[src/rtl/dnms_pkg.sv]
// dnms_pkg: constants, register map and carrier types of the down-converter front end
// assumes: a single 125 MHz clock domain and an apb register port with 32-bit data
package dnms_pkg;

    // =========================================================================
    // widths
    localparam int unsigned SAMPLE_W   = 12;
    localparam int unsigned OUT_W      = 15;
    localparam int unsigned FREQ_W     = 32;
    localparam int unsigned PHASE_W    = 16;
    localparam int unsigned RDIV_W     = 16;
    localparam int unsigned N_NCO      = 4;
    localparam int unsigned N_DDC      = 2;
    localparam int unsigned LUT_IDX_W  = 6;
    localparam int unsigned PROD_W     = 2 * SAMPLE_W;
    localparam int unsigned ACC_W      = PROD_W + 1;
    localparam int unsigned RND_SH     = ACC_W - OUT_W;
    localparam int unsigned RDIV_SHIFT = 6;    // divider counts in units of 64 clocks

    // =========================================================================
    // timing, in clock cycles
    localparam int unsigned GPIO_MIXER_CYC = 45;
    localparam int unsigned ADC_MIXER_CYC  = 37;

    // =========================================================================
    // register byte offsets
    localparam logic [7:0] OFS_CTRL    = 8'h00;
    localparam logic [7:0] OFS_RDIV    = 8'h04;
    localparam logic [7:0] OFS_STATUS  = 8'h08;
    localparam logic [7:0] OFS_FREQ_A  = 8'h10;
    localparam logic [7:0] OFS_FREQ_B  = 8'h20;
    localparam logic [7:0] OFS_PHASE_A = 8'h30;
    localparam logic [7:0] OFS_PHASE_B = 8'h40;

    // =========================================================================
    // control register fields
    localparam int unsigned CTRL_W        = 14;
    localparam int unsigned CTRL_BYPASS   = 0;
    localparam int unsigned CTRL_SINGLE   = 1;
    localparam int unsigned CTRL_SRC      = 2;
    localparam int unsigned CTRL_BIND_A   = 3;
    localparam int unsigned CTRL_BIND_B   = 4;
    localparam int unsigned CTRL_SYNC_PIN = 5;
    localparam int unsigned CTRL_SEL_A    = 8;
    localparam int unsigned CTRL_SEL_B    = 10;
    localparam int unsigned CTRL_LINK_EN  = 12;
    localparam int unsigned CTRL_ARM      = 13;
    localparam logic [CTRL_W-1:0] CTRL_RST = 14'h0000;
    localparam logic [RDIV_W-1:0] RDIV_RST = 16'h0000;

    // status register fields
    localparam int unsigned STAT_IDX_A = 0;
    localparam int unsigned STAT_IDX_B = 2;
    localparam int unsigned STAT_ARM   = 4;

    // =========================================================================
    // register decode result
    typedef enum {
        REG_CTRL,
        REG_RDIV,
        REG_STATUS,
        REG_FREQ,
        REG_PHASE,
        REG_NONE
    } dnms_reg_e;

    // one output stream of a down converter
    typedef struct packed {
        logic                    valid;
        logic                    cplx;
        logic signed [OUT_W-1:0] i;
        logic signed [OUT_W-1:0] q;
    } dnms_out_s;

endpackage : dnms_pkg

[src/rtl/dnms_nco_bank.sv]
// dnms_nco_bank: free-running phase accumulators of one down converter and the phase mux
// assumes: restart is a one-cycle pulse in the pclk domain; index is already synchronous
module dnms_nco_bank
    import dnms_pkg::*;
#(
    parameter int unsigned N = N_NCO
) (
    input  wire logic                             pclk,
    input  wire logic                             presetn,
    input  wire logic [N-1:0][FREQ_W-1:0]         freq_words,
    input  wire logic [N-1:0][PHASE_W-1:0]        phase_offsets,
    input  wire logic                             restart,
    input  wire logic [$clog2(N)-1:0]             nco_index,
    output logic      [FREQ_W-1:0]                phase_out
);

    // =========================================================================
    // elaboration check
    if (N < 2 || (N & (N - 1)) != 0) begin : g_bad_n
        $error("dnms_nco_bank: N must be a power of two, at least 2");
    end

    // =========================================================================
    // accumulators
    logic [FREQ_W-1:0] acc_ff  [N];
    logic [FREQ_W-1:0] nxt_acc [N];
    logic [FREQ_W-1:0] phase_ff;
    logic [FREQ_W-1:0] nxt_phase;

    // every accumulator runs whether selected or not, so a hop resumes coherently
    for (genvar g = 0; g < N; g++) begin : g_acc
        always_comb begin
            nxt_acc[g] = restart ? '0 : acc_ff[g] + freq_words[g];
        end
        always_ff @(posedge pclk or negedge presetn) begin
            if (!presetn) begin
                acc_ff[g] <= '0;
            end else begin
                acc_ff[g] <= nxt_acc[g];
            end
        end
    end

    // =========================================================================
    // selected phase plus left-justified offset
    always_comb begin
        nxt_phase = acc_ff[nco_index] + {phase_offsets[nco_index], {(FREQ_W - PHASE_W){1'b0}}};
    end

    always_ff @(posedge pclk or negedge presetn) begin
        if (!presetn) begin
            phase_ff <= '0;
        end else begin
            phase_ff <= nxt_phase;
        end
    end

    assign phase_out = phase_ff;

endmodule : dnms_nco_bank

[src/rtl/dnms_ddc_front.sv]
// dnms_ddc_front: converter sample routing, nco selection, complex mixer and decimating filter
// assumes: samples arrive every pclk; select pins are asynchronous; sync and sysref are synchronous
module dnms_ddc_front
    import dnms_pkg::*;
#(
    parameter int unsigned ADDR_W  = 8,
    parameter int unsigned SMP_DLY = ADC_MIXER_CYC,
    parameter int unsigned SEL_DLY = GPIO_MIXER_CYC
) (
    input  wire logic                       pclk,
    input  wire logic                       presetn,
    input  wire logic                       psel,
    input  wire logic                       penable,
    input  wire logic                       pwrite,
    input  wire logic [ADDR_W-1:0]          paddr,
    input  wire logic [31:0]                pwdata,
    output logic      [31:0]                prdata,
    output logic                            pready,
    output logic                            pslverr,
    input  wire logic signed [SAMPLE_W-1:0] adc_a_sample,
    input  wire logic signed [SAMPLE_W-1:0] adc_b_sample,
    input  wire logic [1:0]                 ddc_a_nco_select_pins,
    input  wire logic [1:0]                 ddc_b_nco_select_pins,
    input  wire logic                       single_ended_sync_in,
    input  wire logic                       timestamp_diff_in,
    input  wire logic                       sysref,
    output dnms_out_s                       ddc_a_out,
    output dnms_out_s                       ddc_b_out
);

    // =========================================================================
    // elaboration check
    if (ADDR_W < 8 || SMP_DLY < 1 || SEL_DLY < 3) begin : g_bad_param
        $error("dnms_ddc_front: ADDR_W >= 8, SMP_DLY >= 1 and SEL_DLY >= 3 required");
    end

    localparam int unsigned SEL_TAIL = SEL_DLY - 2;
    localparam logic [RND_SH-1:0] HALF = {1'b1, {(RND_SH - 1){1'b0}}};
    localparam logic signed [OUT_W:0] OUT_MAX = {2'b00, {(OUT_W - 1){1'b1}}};
    localparam logic signed [OUT_W:0] OUT_MIN = {2'b11, {(OUT_W - 1){1'b0}}};

    // =========================================================================
    // functions
    function automatic dnms_reg_e reg_decode(input logic [ADDR_W-1:0] a);
        if (a[1:0] != 2'b00 || a[ADDR_W-1:7] != '0) begin
            return REG_NONE;
        end
        case (a[6:4])
            3'h0: begin
                if (a[3:0] == OFS_CTRL[3:0]) return REG_CTRL;
                if (a[3:0] == OFS_RDIV[3:0]) return REG_RDIV;
                if (a[3:0] == OFS_STATUS[3:0]) return REG_STATUS;
                return REG_NONE;
            end
            OFS_FREQ_A[6:4], OFS_FREQ_B[6:4]: return REG_FREQ;
            OFS_PHASE_A[6:4], OFS_PHASE_B[6:4]: return REG_PHASE;
            default: return REG_NONE;
        endcase
    endfunction : reg_decode

    // quarter-wave cosine, 17 points over 0..pi/2, amplitude 2047
    function automatic logic signed [SAMPLE_W-1:0] quarter(input logic [4:0] k);
        case (k)
            5'h00: return 12'h7ff;
            5'h01: return 12'h7f5;
            5'h02: return 12'h7d8;
            5'h03: return 12'h7a7;
            5'h04: return 12'h763;
            5'h05: return 12'h70d;
            5'h06: return 12'h6a6;
            5'h07: return 12'h62e;
            5'h08: return 12'h5a7;
            5'h09: return 12'h513;
            5'h0a: return 12'h471;
            5'h0b: return 12'h3c5;
            5'h0c: return 12'h30f;
            5'h0d: return 12'h252;
            5'h0e: return 12'h18f;
            5'h0f: return 12'h0c9;
            default: return 12'h000;
        endcase
    endfunction : quarter

    function automatic logic signed [SAMPLE_W-1:0] cos_lut(input logic [LUT_IDX_W-1:0] p);
        logic [4:0] k;
        logic [4:0] km;
        k  = {1'b0, p[3:0]};
        km = 5'h10 - k;
        case (p[5:4])
            2'h0: return quarter(k);
            2'h1: return -quarter(km);
            2'h2: return -quarter(k);
            default: return quarter(km);
        endcase
    endfunction : cos_lut

    // nearest code, ties to even, clipped to the output range
    function automatic logic signed [OUT_W-1:0] rne_sat(input logic signed [ACC_W-1:0] v);
        logic signed [OUT_W:0] t;
        logic [RND_SH-1:0]     f;
        logic                  up;
        t  = {v[ACC_W-1], v[ACC_W-1:RND_SH]};
        f  = v[RND_SH-1:0];
        up = (f > HALF) || (f == HALF && v[RND_SH]);
        t  = t + {{OUT_W{1'b0}}, up};
        if (t > OUT_MAX) t = OUT_MAX;
        if (t < OUT_MIN) t = OUT_MIN;
        return t[OUT_W-1:0];
    endfunction : rne_sat

    // =========================================================================
    // register file and apb slave
    logic [CTRL_W-1:0]                          ctrl_ff, nxt_ctrl;
    logic [RDIV_W-1:0]                          rdiv_ff, nxt_rdiv;
    logic [N_DDC-1:0][N_NCO-1:0][FREQ_W-1:0]    freq_ff, nxt_freq;
    logic [N_DDC-1:0][N_NCO-1:0][PHASE_W-1:0]   phase_ff, nxt_phase;
    logic [31:0]                                prdata_ff, nxt_prdata;
    logic                                       pslverr_ff, nxt_pslverr;
    logic [N_DDC-1:0][1:0]                      nco_idx;
    logic                                       sysref_rise;
    dnms_reg_e                                  kind;
    logic                                       ddc_sel;
    logic [1:0]                                 slot;
    logic                                       wr_en;

    assign kind    = reg_decode(paddr);
    assign ddc_sel = ~paddr[4];
    assign slot    = paddr[3:2];
    assign wr_en   = psel & penable & pwrite;
    assign pready  = psel & penable;

    always_comb begin
        nxt_ctrl  = ctrl_ff;
        nxt_rdiv  = rdiv_ff;
        nxt_freq  = freq_ff;
        nxt_phase = phase_ff;
        // hardware drops the arm bit once its sysref edge has been used
        if (ctrl_ff[CTRL_ARM] && sysref_rise) nxt_ctrl[CTRL_ARM] = 1'b0;
        // a software write in the same cycle wins, so a fresh arm is never lost
        if (wr_en) begin
            case (kind)
                REG_CTRL:  nxt_ctrl = pwdata[CTRL_W-1:0];
                REG_RDIV:  nxt_rdiv = pwdata[RDIV_W-1:0];
                REG_FREQ:  nxt_freq[ddc_sel][slot] = pwdata;
                REG_PHASE: nxt_phase[ddc_sel][slot] = pwdata[PHASE_W-1:0];
                default:   nxt_ctrl = nxt_ctrl;
            endcase
        end
        // read data and error are settled in the setup cycle
        nxt_prdata  = prdata_ff;
        nxt_pslverr = pslverr_ff;
        if (psel && !penable) begin
            nxt_pslverr = (kind == REG_NONE);
            nxt_prdata  = '0;
            case (kind)
                REG_CTRL:   nxt_prdata[CTRL_W-1:0] = ctrl_ff;
                REG_RDIV:   nxt_prdata[RDIV_W-1:0] = rdiv_ff;
                REG_FREQ:   nxt_prdata = freq_ff[ddc_sel][slot];
                REG_PHASE:  nxt_prdata[PHASE_W-1:0] = phase_ff[ddc_sel][slot];
                REG_STATUS: begin
                    nxt_prdata[STAT_IDX_A +: 2] = nco_idx[0];
                    nxt_prdata[STAT_IDX_B +: 2] = nco_idx[1];
                    nxt_prdata[STAT_ARM]        = ctrl_ff[CTRL_ARM];
                end
                default:    nxt_prdata = '0;
            endcase
        end
    end

    always_ff @(posedge pclk or negedge presetn) begin
        if (!presetn) begin
            ctrl_ff    <= CTRL_RST;
            rdiv_ff    <= RDIV_RST;
            freq_ff    <= '0;
            phase_ff   <= '0;
            prdata_ff  <= '0;
            pslverr_ff <= 1'b0;
        end else begin
            ctrl_ff    <= nxt_ctrl;
            rdiv_ff    <= nxt_rdiv;
            freq_ff    <= nxt_freq;
            phase_ff   <= nxt_phase;
            prdata_ff  <= nxt_prdata;
            pslverr_ff <= nxt_pslverr;
        end
    end

    assign prdata  = prdata_ff;
    assign pslverr = pslverr_ff;

    // =========================================================================
    // phase synchronisation and rational wrap
    logic                       sync_prev_ff, nxt_sync_prev;
    logic                       sysref_prev_ff, nxt_sysref_prev;
    logic [RDIV_W+RDIV_SHIFT-1:0] rat_cnt_ff, nxt_rat_cnt;
    logic [RDIV_W+RDIV_SHIFT-1:0] rat_period;
    logic                       sync_level;
    logic                       nco_sync;
    logic                       rat_wrap;

    // either sync pin serves, whatever the link encoding
    assign sync_level  = ctrl_ff[CTRL_SYNC_PIN] ? timestamp_diff_in : single_ended_sync_in;
    assign sysref_rise = sysref & ~sysref_prev_ff;
    assign nco_sync    = (ctrl_ff[CTRL_LINK_EN] & sync_level & ~sync_prev_ff)
                       | (ctrl_ff[CTRL_ARM] & sysref_rise);
    assign rat_period  = {rdiv_ff, {RDIV_SHIFT{1'b0}}};
    // restarting every 64*divider clocks removes the drift of a rounded word
    assign rat_wrap    = (rdiv_ff != '0) && (rat_cnt_ff == rat_period - 1'b1);

    always_comb begin
        nxt_sync_prev   = sync_level;
        nxt_sysref_prev = sysref;
        nxt_rat_cnt     = (nco_sync || rat_wrap || rdiv_ff == '0) ? '0 : rat_cnt_ff + 1'b1;
    end

    always_ff @(posedge pclk or negedge presetn) begin
        if (!presetn) begin
            sync_prev_ff   <= 1'b0;
            sysref_prev_ff <= 1'b0;
            rat_cnt_ff     <= '0;
        end else begin
            sync_prev_ff   <= nxt_sync_prev;
            sysref_prev_ff <= nxt_sysref_prev;
            rat_cnt_ff     <= nxt_rat_cnt;
        end
    end

    // =========================================================================
    // select pin synchroniser, hop delay, sample delay
    logic [N_DDC-1:0][1:0]              sel_meta_ff, nxt_sel_meta;
    logic [N_DDC-1:0][1:0]              sel_sync_ff, nxt_sel_sync;
    logic [1:0]                         sel_dly_ff  [N_DDC][SEL_TAIL];
    logic [1:0]                         nxt_sel_dly [N_DDC][SEL_TAIL];
    logic signed [SAMPLE_W-1:0]         smp_dly_ff  [N_DDC][SMP_DLY];
    logic signed [SAMPLE_W-1:0]         nxt_smp_dly [N_DDC][SMP_DLY];
    logic [N_DDC-1:0]                   bind_b;

    assign bind_b = {ctrl_ff[CTRL_BIND_B], ctrl_ff[CTRL_BIND_A]};

    always_comb begin
        nxt_sel_meta = {ddc_b_nco_select_pins, ddc_a_nco_select_pins};
        nxt_sel_sync = sel_meta_ff;
        for (int d = 0; d < N_DDC; d++) begin
            nxt_sel_dly[d][0] = sel_sync_ff[d];
            nxt_smp_dly[d][0] = bind_b[d] ? adc_b_sample : adc_a_sample;
            for (int i = 1; i < SEL_TAIL; i++) nxt_sel_dly[d][i] = sel_dly_ff[d][i-1];
            for (int i = 1; i < SMP_DLY; i++) nxt_smp_dly[d][i] = smp_dly_ff[d][i-1];
            nco_idx[d] = ctrl_ff[CTRL_SRC] ? sel_dly_ff[d][SEL_TAIL-1]
                                           : ctrl_ff[(d == 0 ? CTRL_SEL_A : CTRL_SEL_B) +: 2];
        end
    end

    always_ff @(posedge pclk or negedge presetn) begin
        if (!presetn) begin
            sel_meta_ff <= '0;
            sel_sync_ff <= '0;
            for (int d = 0; d < N_DDC; d++) begin
                for (int i = 0; i < SEL_TAIL; i++) sel_dly_ff[d][i] <= 2'h0;
                for (int i = 0; i < SMP_DLY; i++) smp_dly_ff[d][i] <= '0;
            end
        end else begin
            sel_meta_ff <= nxt_sel_meta;
            sel_sync_ff <= nxt_sel_sync;
            sel_dly_ff  <= nxt_sel_dly;
            smp_dly_ff  <= nxt_smp_dly;
        end
    end

    // =========================================================================
    // nco banks, mixer and decimate-by-two filter
    logic [FREQ_W-1:0]              nco_phase [N_DDC];
    logic signed [PROD_W-1:0]       prod_i_ff [N_DDC], nxt_prod_i [N_DDC];
    logic signed [PROD_W-1:0]       prod_q_ff [N_DDC], nxt_prod_q [N_DDC];
    logic signed [PROD_W-1:0]       keep_i_ff [N_DDC], nxt_keep_i [N_DDC];
    logic signed [PROD_W-1:0]       keep_q_ff [N_DDC], nxt_keep_q [N_DDC];
    logic                           odd_ff, nxt_odd;
    dnms_out_s                      out_ff [N_DDC], nxt_out [N_DDC];
    logic signed [SAMPLE_W-1:0]     mix_s;
    logic [LUT_IDX_W-1:0]           lut_p;

    for (genvar d = 0; d < N_DDC; d++) begin : g_bank
        dnms_nco_bank #(
            .N             (N_NCO)
        ) u_bank (
            .pclk          (pclk),
            .presetn       (presetn),
            .freq_words    (freq_ff[d]),
            .phase_offsets (phase_ff[d]),
            .restart       (nco_sync | rat_wrap),
            .nco_index     (nco_idx[d]),
            .phase_out     (nco_phase[d])
        );
    end

    always_comb begin
        nxt_odd = ~odd_ff;
        mix_s   = '0;
        lut_p   = '0;
        for (int d = 0; d < N_DDC; d++) begin
            mix_s = smp_dly_ff[d][SMP_DLY-1];
            lut_p = nco_phase[d][FREQ_W-1 -: LUT_IDX_W];
            // real sample times cos and sin of the nco phase
            nxt_prod_i[d] = mix_s * cos_lut(lut_p);
            nxt_prod_q[d] = mix_s * cos_lut(lut_p - 6'h10);
            nxt_keep_i[d] = odd_ff ? keep_i_ff[d] : prod_i_ff[d];
            nxt_keep_q[d] = odd_ff ? keep_q_ff[d] : prod_q_ff[d];
            nxt_out[d]    = '0;
            if (ctrl_ff[CTRL_BYPASS]) begin
                nxt_out[d].valid = 1'b1;
                nxt_out[d].i     = {{(OUT_W - SAMPLE_W){mix_s[SAMPLE_W-1]}}, mix_s};
            end else if (!(d == 1 && ctrl_ff[CTRL_SINGLE]) && odd_ff) begin
                nxt_out[d].valid = 1'b1;
                nxt_out[d].cplx  = 1'b1;
                // sum at full width, one rounding at the filter output
                nxt_out[d].i = rne_sat(ACC_W'(keep_i_ff[d]) + ACC_W'(prod_i_ff[d]));
                nxt_out[d].q = rne_sat(ACC_W'(keep_q_ff[d]) + ACC_W'(prod_q_ff[d]));
            end
        end
    end

    always_ff @(posedge pclk or negedge presetn) begin
        if (!presetn) begin
            odd_ff <= 1'b0;
            for (int d = 0; d < N_DDC; d++) begin
                prod_i_ff[d] <= '0;
                prod_q_ff[d] <= '0;
                keep_i_ff[d] <= '0;
                keep_q_ff[d] <= '0;
                out_ff[d]    <= '0;
            end
        end else begin
            odd_ff    <= nxt_odd;
            prod_i_ff <= nxt_prod_i;
            prod_q_ff <= nxt_prod_q;
            keep_i_ff <= nxt_keep_i;
            keep_q_ff <= nxt_keep_q;
            out_ff    <= nxt_out;
        end
    end

    assign ddc_a_out = out_ff[0];
    assign ddc_b_out = out_ff[1];

endmodule : dnms_ddc_front

[config.mk]
export PLATFORM = sky130hd
export DESIGN_NAME = dnms_ddc_front
export DESIGN_NICKNAME = d
export VERILOG_FILES = /design/src/rtl/dnms_pkg.sv /design/src/rtl/dnms_nco_bank.sv /design/src/rtl/dnms_ddc_front.sv
export SDC_FILE = /design/constraint.sdc
export NUM_CORES = 2
export LEC_CHECK = 0
export BUFFER_PORTS_ARGS = -buffer_cell sky130_fd_sc_hd__buf_2
export CAP_MARGIN = 20
export CORE_MARGIN = 2
export CORE_UTILIZATION = 45
export DETAILED_ROUTE_END_ITERATION = 10
export PLACE_DENSITY_LB_ADDON = 0.3
export SKIP_LAST_GASP = 1
export SLEW_MARGIN = 20
export SYNTH_ARGS = -nofsm -noshare
export SYNTH_HDL_FRONTEND = slang
export SYNTH_SLANG_ARGS = --single-unit
[constraint.sdc]
create_clock -name pclk -period 18.8 [get_ports pclk]
set_clock_uncertainty 0.05 [all_clocks]
set_input_delay 0.94 -clock pclk [delete_from_list [all_inputs] [get_ports pclk]]
set_output_delay 0.94 -clock pclk [all_outputs]
set_load 0.01 [all_outputs]
Word level (Yosys, flattened, before mapping):

Memories as Yosys holds them, arrays and structs flattened.
Index checks and enable logic that the tools add are counted.

* register bits after elaboration: 2116
* ROM bits: 2816
* bits of input ports: 76
* output and inout port bits: 98
* logic and storage cells: 479
* memories: 16

Memories
* (no name shown): words 16, width 11, rd ports 1, clocked after memory_dff 0, wr ports 0, line dnms_ddc_front.sv:63 `case (k)`
* (no name shown): words 16, width 11, rd ports 1, clocked after memory_dff 0, wr ports 0, line dnms_ddc_front.sv:63
* (no name shown): words 16, width 11, rd ports 1, clocked after memory_dff 0, wr ports 0, line dnms_ddc_front.sv:63
* (no name shown): words 16, width 11, rd ports 1, clocked after memory_dff 0, wr ports 0, line dnms_ddc_front.sv:63
* (no name shown): words 16, width 11, rd ports 1, clocked after memory_dff 0, wr ports 0, line dnms_ddc_front.sv:63
* (no name shown): words 16, width 11, rd ports 1, clocked after memory_dff 0, wr ports 0, line dnms_ddc_front.sv:63
* +10 memories

* add/sub/neg operators: 34
* multiply operators: 4
* $lt $le $gt $ge: 20
* equal/unequal tests: 24
* multiplexer cells: 117
* bitwise operators: 14
* reduce and logical (&&, ||, !) cells: 35

Operator list (count)
* 32-bit 2-to-1 mux: 22
* 128-bit 2-to-1 mux: 3
* 32-bit adder: 10
* 16-bit 2-to-1 mux: 17
* 256-bit bitwise mux: 1
* 12-bit 2-to-1 mux: 18
* 32-bit binary-select mux with 2-bit select: 3
* 64-bit 2-to-1 mux: 3
* 12-bit case mux with 3 select lines: 4
* 128-bit bitwise mux: 1
* 128-bit demux with 1-bit select: 1
* 15-bit 2-to-1 mux: 8
* 24-bit by 24-bit adder with 25-bit output: 4
* 16-bit binary-select mux with 2-bit select: 3
* 12-bit by 12-bit multiplier with 24-bit output: 4
* 12-bit negation: 8
* 32-bit case mux with 3 select lines: 1
* 15-bit by 2-bit adder with 16-bit output: 4
* 32-bit demux with 2-bit select: 1
* 64-bit demux with 1-bit select: 1
* 32-bit by 2-bit == test with 1-bit output (second input constant): 2
* 16-bit by 15-bit greater-than comparator with 1-bit output (second input constant): 4
* 16-bit by 15-bit less-than comparator with 1-bit output (second input constant): 4
* 10-bit == test (second input constant): 4
* 46 further kinds: 117

Longest topological paths before layout:

* word-level depth: 19
* gate-level depth with buffers: 41
* mapped depth without buffers: 37

Modules after synthesis:

Synthesis repeated with hierarchy kept, for this count alone.

* cells, all modules: 9899
* area, all modules: 113112.2 um^2

Modules (own cells, without submodules)
* dnms_ddc_front: instances 1, cells an instance 7082, area an instance 87036.0 um^2, seq. area each 44943.1 um^2
* dnms_nco_bank at g_bank[0].u_bank: instances 1, cells an instance 1498, area an instance 13511.7 um^2, seq. area each 4003.8 um^2
* dnms_nco_bank at g_bank[1].u_bank: instances 1, cells an instance 1319, area an instance 12564.6 um^2, seq. area each 4003.8 um^2

Worst setup path before layout:

No wires, ideal clock.

* path type: register -> register
* from: register g_bank[0].u_bank.phase_ff[26]
* to: register prod_i_ff[47] (netlist name)
* library setup time: 0.080 ns
* data arrival time: 8.572 ns
* data required time: 18.670 ns
* setup slack: 10.098 ns
* stages on the path, launching flop included: 40
* buffers on the path: 5
* clock period less this slack: 8.702 ns
* path through: dfrtp_1 buf_2 inv_1 ha_1 buf_2 buf_1 nand3_1 clkbuf_1 o21ai_0 a21oi_1 inv_1 ha_1 inv_1 or2_1 nand4bb_1 nor2b_1 and2_1 nor2_1 [... 4 more ...] fa_1 fa_1 inv_1 fa_1 fa_1 inv_1 fa_1 inv_1 ha_1 or2_2 a21oi_1 a21oi_1 and4_1 o311a_1 o21a_1 o21a_1 o41ai_1 xnor2_1

RTL lines
* start: declaration: line dnms_nco_bank.sv:27 `logic [FREQ_W-1:0] phase_ff;`
* start signal: assignment: line dnms_nco_bank.sv:54 `phase_ff <= nxt_phase;`
* end signal: assignment: line dnms_ddc_front.sv:333 `prod_i_ff <= nxt_prod_i;`
* end: declaration: line dnms_ddc_front.sv:272 `logic signed [PROD_W-1:0] prod_i_ff [N_DDC], nxt_prod_i [N_DDC];`

==> impl_metrics.yaml <==
outcome:
  status: "finished clean"
min_path:
  hold_path_depth: 1
  hold_class: "input pin to flop"
route:
  drt-met1-wl_mm: 114
  route.detailed.drc: 0
  drtIter0Drc: 5492
  ant_nets: 0
  viasPerCell: 5.57
  wl_mm: 266
  vias: 71475
  top_layer: "met5"
  wl_met3_mm: 16.9
  drtPass1Iterations: 5
  met2_length_mm: 126
  wl_per_cell_um: 20.7
yosys:
  synth-seq-area-share: 0.476
  synth_most_common_cell: "dfrtp_1"
  ys_ff_latch: 2064
  synth_nets: 10564
  syn_area_mm2: 0.108
  yosys.area.top_type: "dfrtp_1"
  ys_types: 112
  netlist.area_leader.share: 0.476
  ys_warn_count: 0
  avgSynthCellArea_um2: 11.6
  ys.flop_type: "dfrtp_1"
  synth-edff-count: 0
  synthTopCellsByArea: "dfrtp_1 (48%), fa_1 (10%), ha_1 (6.9%)"
  synthArstFlopShare: 1.00
  ys_top_cells_by_count: "dfrtp_1 (2064), inv_1 (746), nand2_1 (665)"
  syn-instance-count: 9323
critical_path:
  reg2reg_to: "prod_i_ff[47]"
  timing.rr.start: "g_bank[0].u_bank.phase_out[26]"
  start_kind: "flop"
  rrSetupSlack_ns: 8.61
  path_buf_inv: 6
  cp.arrival_ns: 10.89
  max_stage_delay_ns: 0.81
  crit_slowest_cell: "a21oi_1"
  crit_type: "flop to flop"
  critPathTopFamily: "adder cells"
  path_max_fanout: 16
  end_kind: "flop"
  path_common_cell: "inv_1"
  cp.required_ns: 19.50
  reg2regPathDepth: 35
  setup.worst_path.end: "prod_i_ff[47]"
  cp-startpoint: "g_bank[0].u_bank.phase_out[26]"
  cp.depth: 35
clock_tree:
  clock_path_buffers: 3
  post_cts_buffers: 0
  numCtsBuffers: 212
  cts_root_buf: "clkbuf_16"
  insertion_delay_ns: 0.93
  ctsResizeCount: 0
  h-tree-depth: 4
  cts_tree: "yes"
  cts_sinks: 2064
  clk_transition_reported_paths_ns: 0.06
placed_design:
  placed_cells_incl_taps: 12434
  dp_hpwl_mm: 184
  portBuffers: 173
  routabilityCongestion: 0.919
global_route:
  grtUsageTotal: 0.220
  grt_pass1_vias: 73500
  antenna_found_initial: 32
  grt_max_degree: 191
  overflow: 0
  grt_pass1_wl_mm: 423
finish:
  area_growth_pct: 11.2
  fillers: 21054
  instances_no_fill: 12843
  drive_gt1_frac: 0.143
  nets: 10711
  final_core_util: 0.502
timing:
  tns_ns: 0
  finalSetupViolCount: 0
  slew_viol_final: 0
  hold_ws_ns: 0.0753
  hold_viol: 0
  max-slew-margin-rel: 0.184
  worstMarginPinSlew_ns: 1.21
  fmax_mhz: 98.1
  period_minus_slack_ns: 10.19
  finalCritPeriodShare: 0.542
  rsz0062_at_grt: "false"
floorplanning:
  rows: 180
  die_h_um: 495
  start_util: 0.452
  die-width_um: 495
  core-area_mm2: 0.240
  die_area_mm2: 0.245
  io_pins: 174
run:
  drv_cap: 0
-- final cells by class --
cell class	instances	area, um2	share of cell area
multi-input cells	6155	52700	0.437
flip-flops and latches	2064	51700	0.428
clock buffers	294	6080	0.0504
well taps	3185	3990	0.0330
inverters	746	2800	0.0232
repair buffers	291	1880	0.0156
clock inverters	102	1460	0.0121
diodes	6	15.0	0.000124
-- cells by family (layout without fill, tap and decap cells) --
group,count (synthesis),after routing,share of synthesized area
compound gates,1637,1637,0.0992
xor+xnor,464,464,0.0375
fa+ha+maj,1166,1166,0.174
buf+inv,1104,1433,0.0391
flops,2064,2064,0.476
mux,636,636,0.0732
other cells,0,6,0
simple gates,2252,2252,0.101
-- routing by layer --
metal | vias up | track usage
met3 | 538 | 0.0359
met2 | 2272 | 0.354
met5 | - | 0
met1 | 36476 | 0.301
met4 | 6 | 0.0805
li1 | 32183 | -
-- timing repair --
| item | in CTS | in global routing |
|---|---|---|
| endpoints found under the hold margin | 24 | 0 |
| endpoints found under the setup margin | 0 | 0 |
| hold buffers | 4 | 0 |
-- cells in the final DEF, fill, tap and decap left out, types with 36 or more instances in the layout --
cell type	instances
clkinv_2	38
ha_1	599
dfrtp_1	2060
a31oi_1	55
o22ai_1	169
inv_1	746
nor2_1	568
o21bai_1	52
xor2_1	185
and2_1	251
mux4_2	72
nand2_1	662
a21o_1	177
buf_2	172
o21ai_0	298
fa_1	566
nand2b_1	80
and3_1	55
nor2b_1	88
a211oi_1	79
xnor2_1	278
or2_2	36
buf_4	105
mux2_2	529
or3_1	64
clkbuf_16	212
o221ai_1	39
o21a_1	61
a21oi_1	387
clkbuf_8	47
nand3_1	128
nor3_1	128
-- stage by stage --
step	setup WS, ns	instance area (um2)
detailed placement	8.67	113000
global placement	8.81	113000
floorplan	10.10	108000
finish	8.61	121000
global route	7.85	121000
CTS	8.62	120000
-- how the worst min path moves through the flow --
stage | from | to
CTS | ddc_a_nco_select_pins[0] | nxt_sel_sync[0]
global placement | nxt_smp_dly[253] | nxt_smp_dly[241]
global route | ddc_a_nco_select_pins[0] | nxt_sel_sync[0]
finish | ddc_a_nco_select_pins[0] | nxt_sel_sync[0]
detailed placement | nxt_smp_dly[11] | mix_s[11]
floorplan | nxt_smp_dly[0] | mix_s[0]
-- flip-flops by register name (all words and copies together) (netlist names) --
name	flops
prdata	32
rdiv_ff	16
sysref_prev_ff	1
prod_i_ff	48
phase_ff	128
mix_s	12
ctrl_ff	14
keep_q_ff	48
nxt_sel_sync	4
g_bank.u_bank.acc_ff	256
sel_dly_ff	4
ddc_b_out	32
odd_ff	1
freq_ff	256
smp_dly_ff	12
g_bank.u_bank.phase_out	12
ddc_a_out	32
prod_q_ff	48
nxt_sel_dly	172
rat_cnt_ff	22
keep_i_ff	48
pslverr	1
nxt_smp_dly	864
sync_prev_ff	1
Power is left out: the tool's default activity adds up to more than one toggle a clock period on the data nets, which glitch-free logic cannot reach.
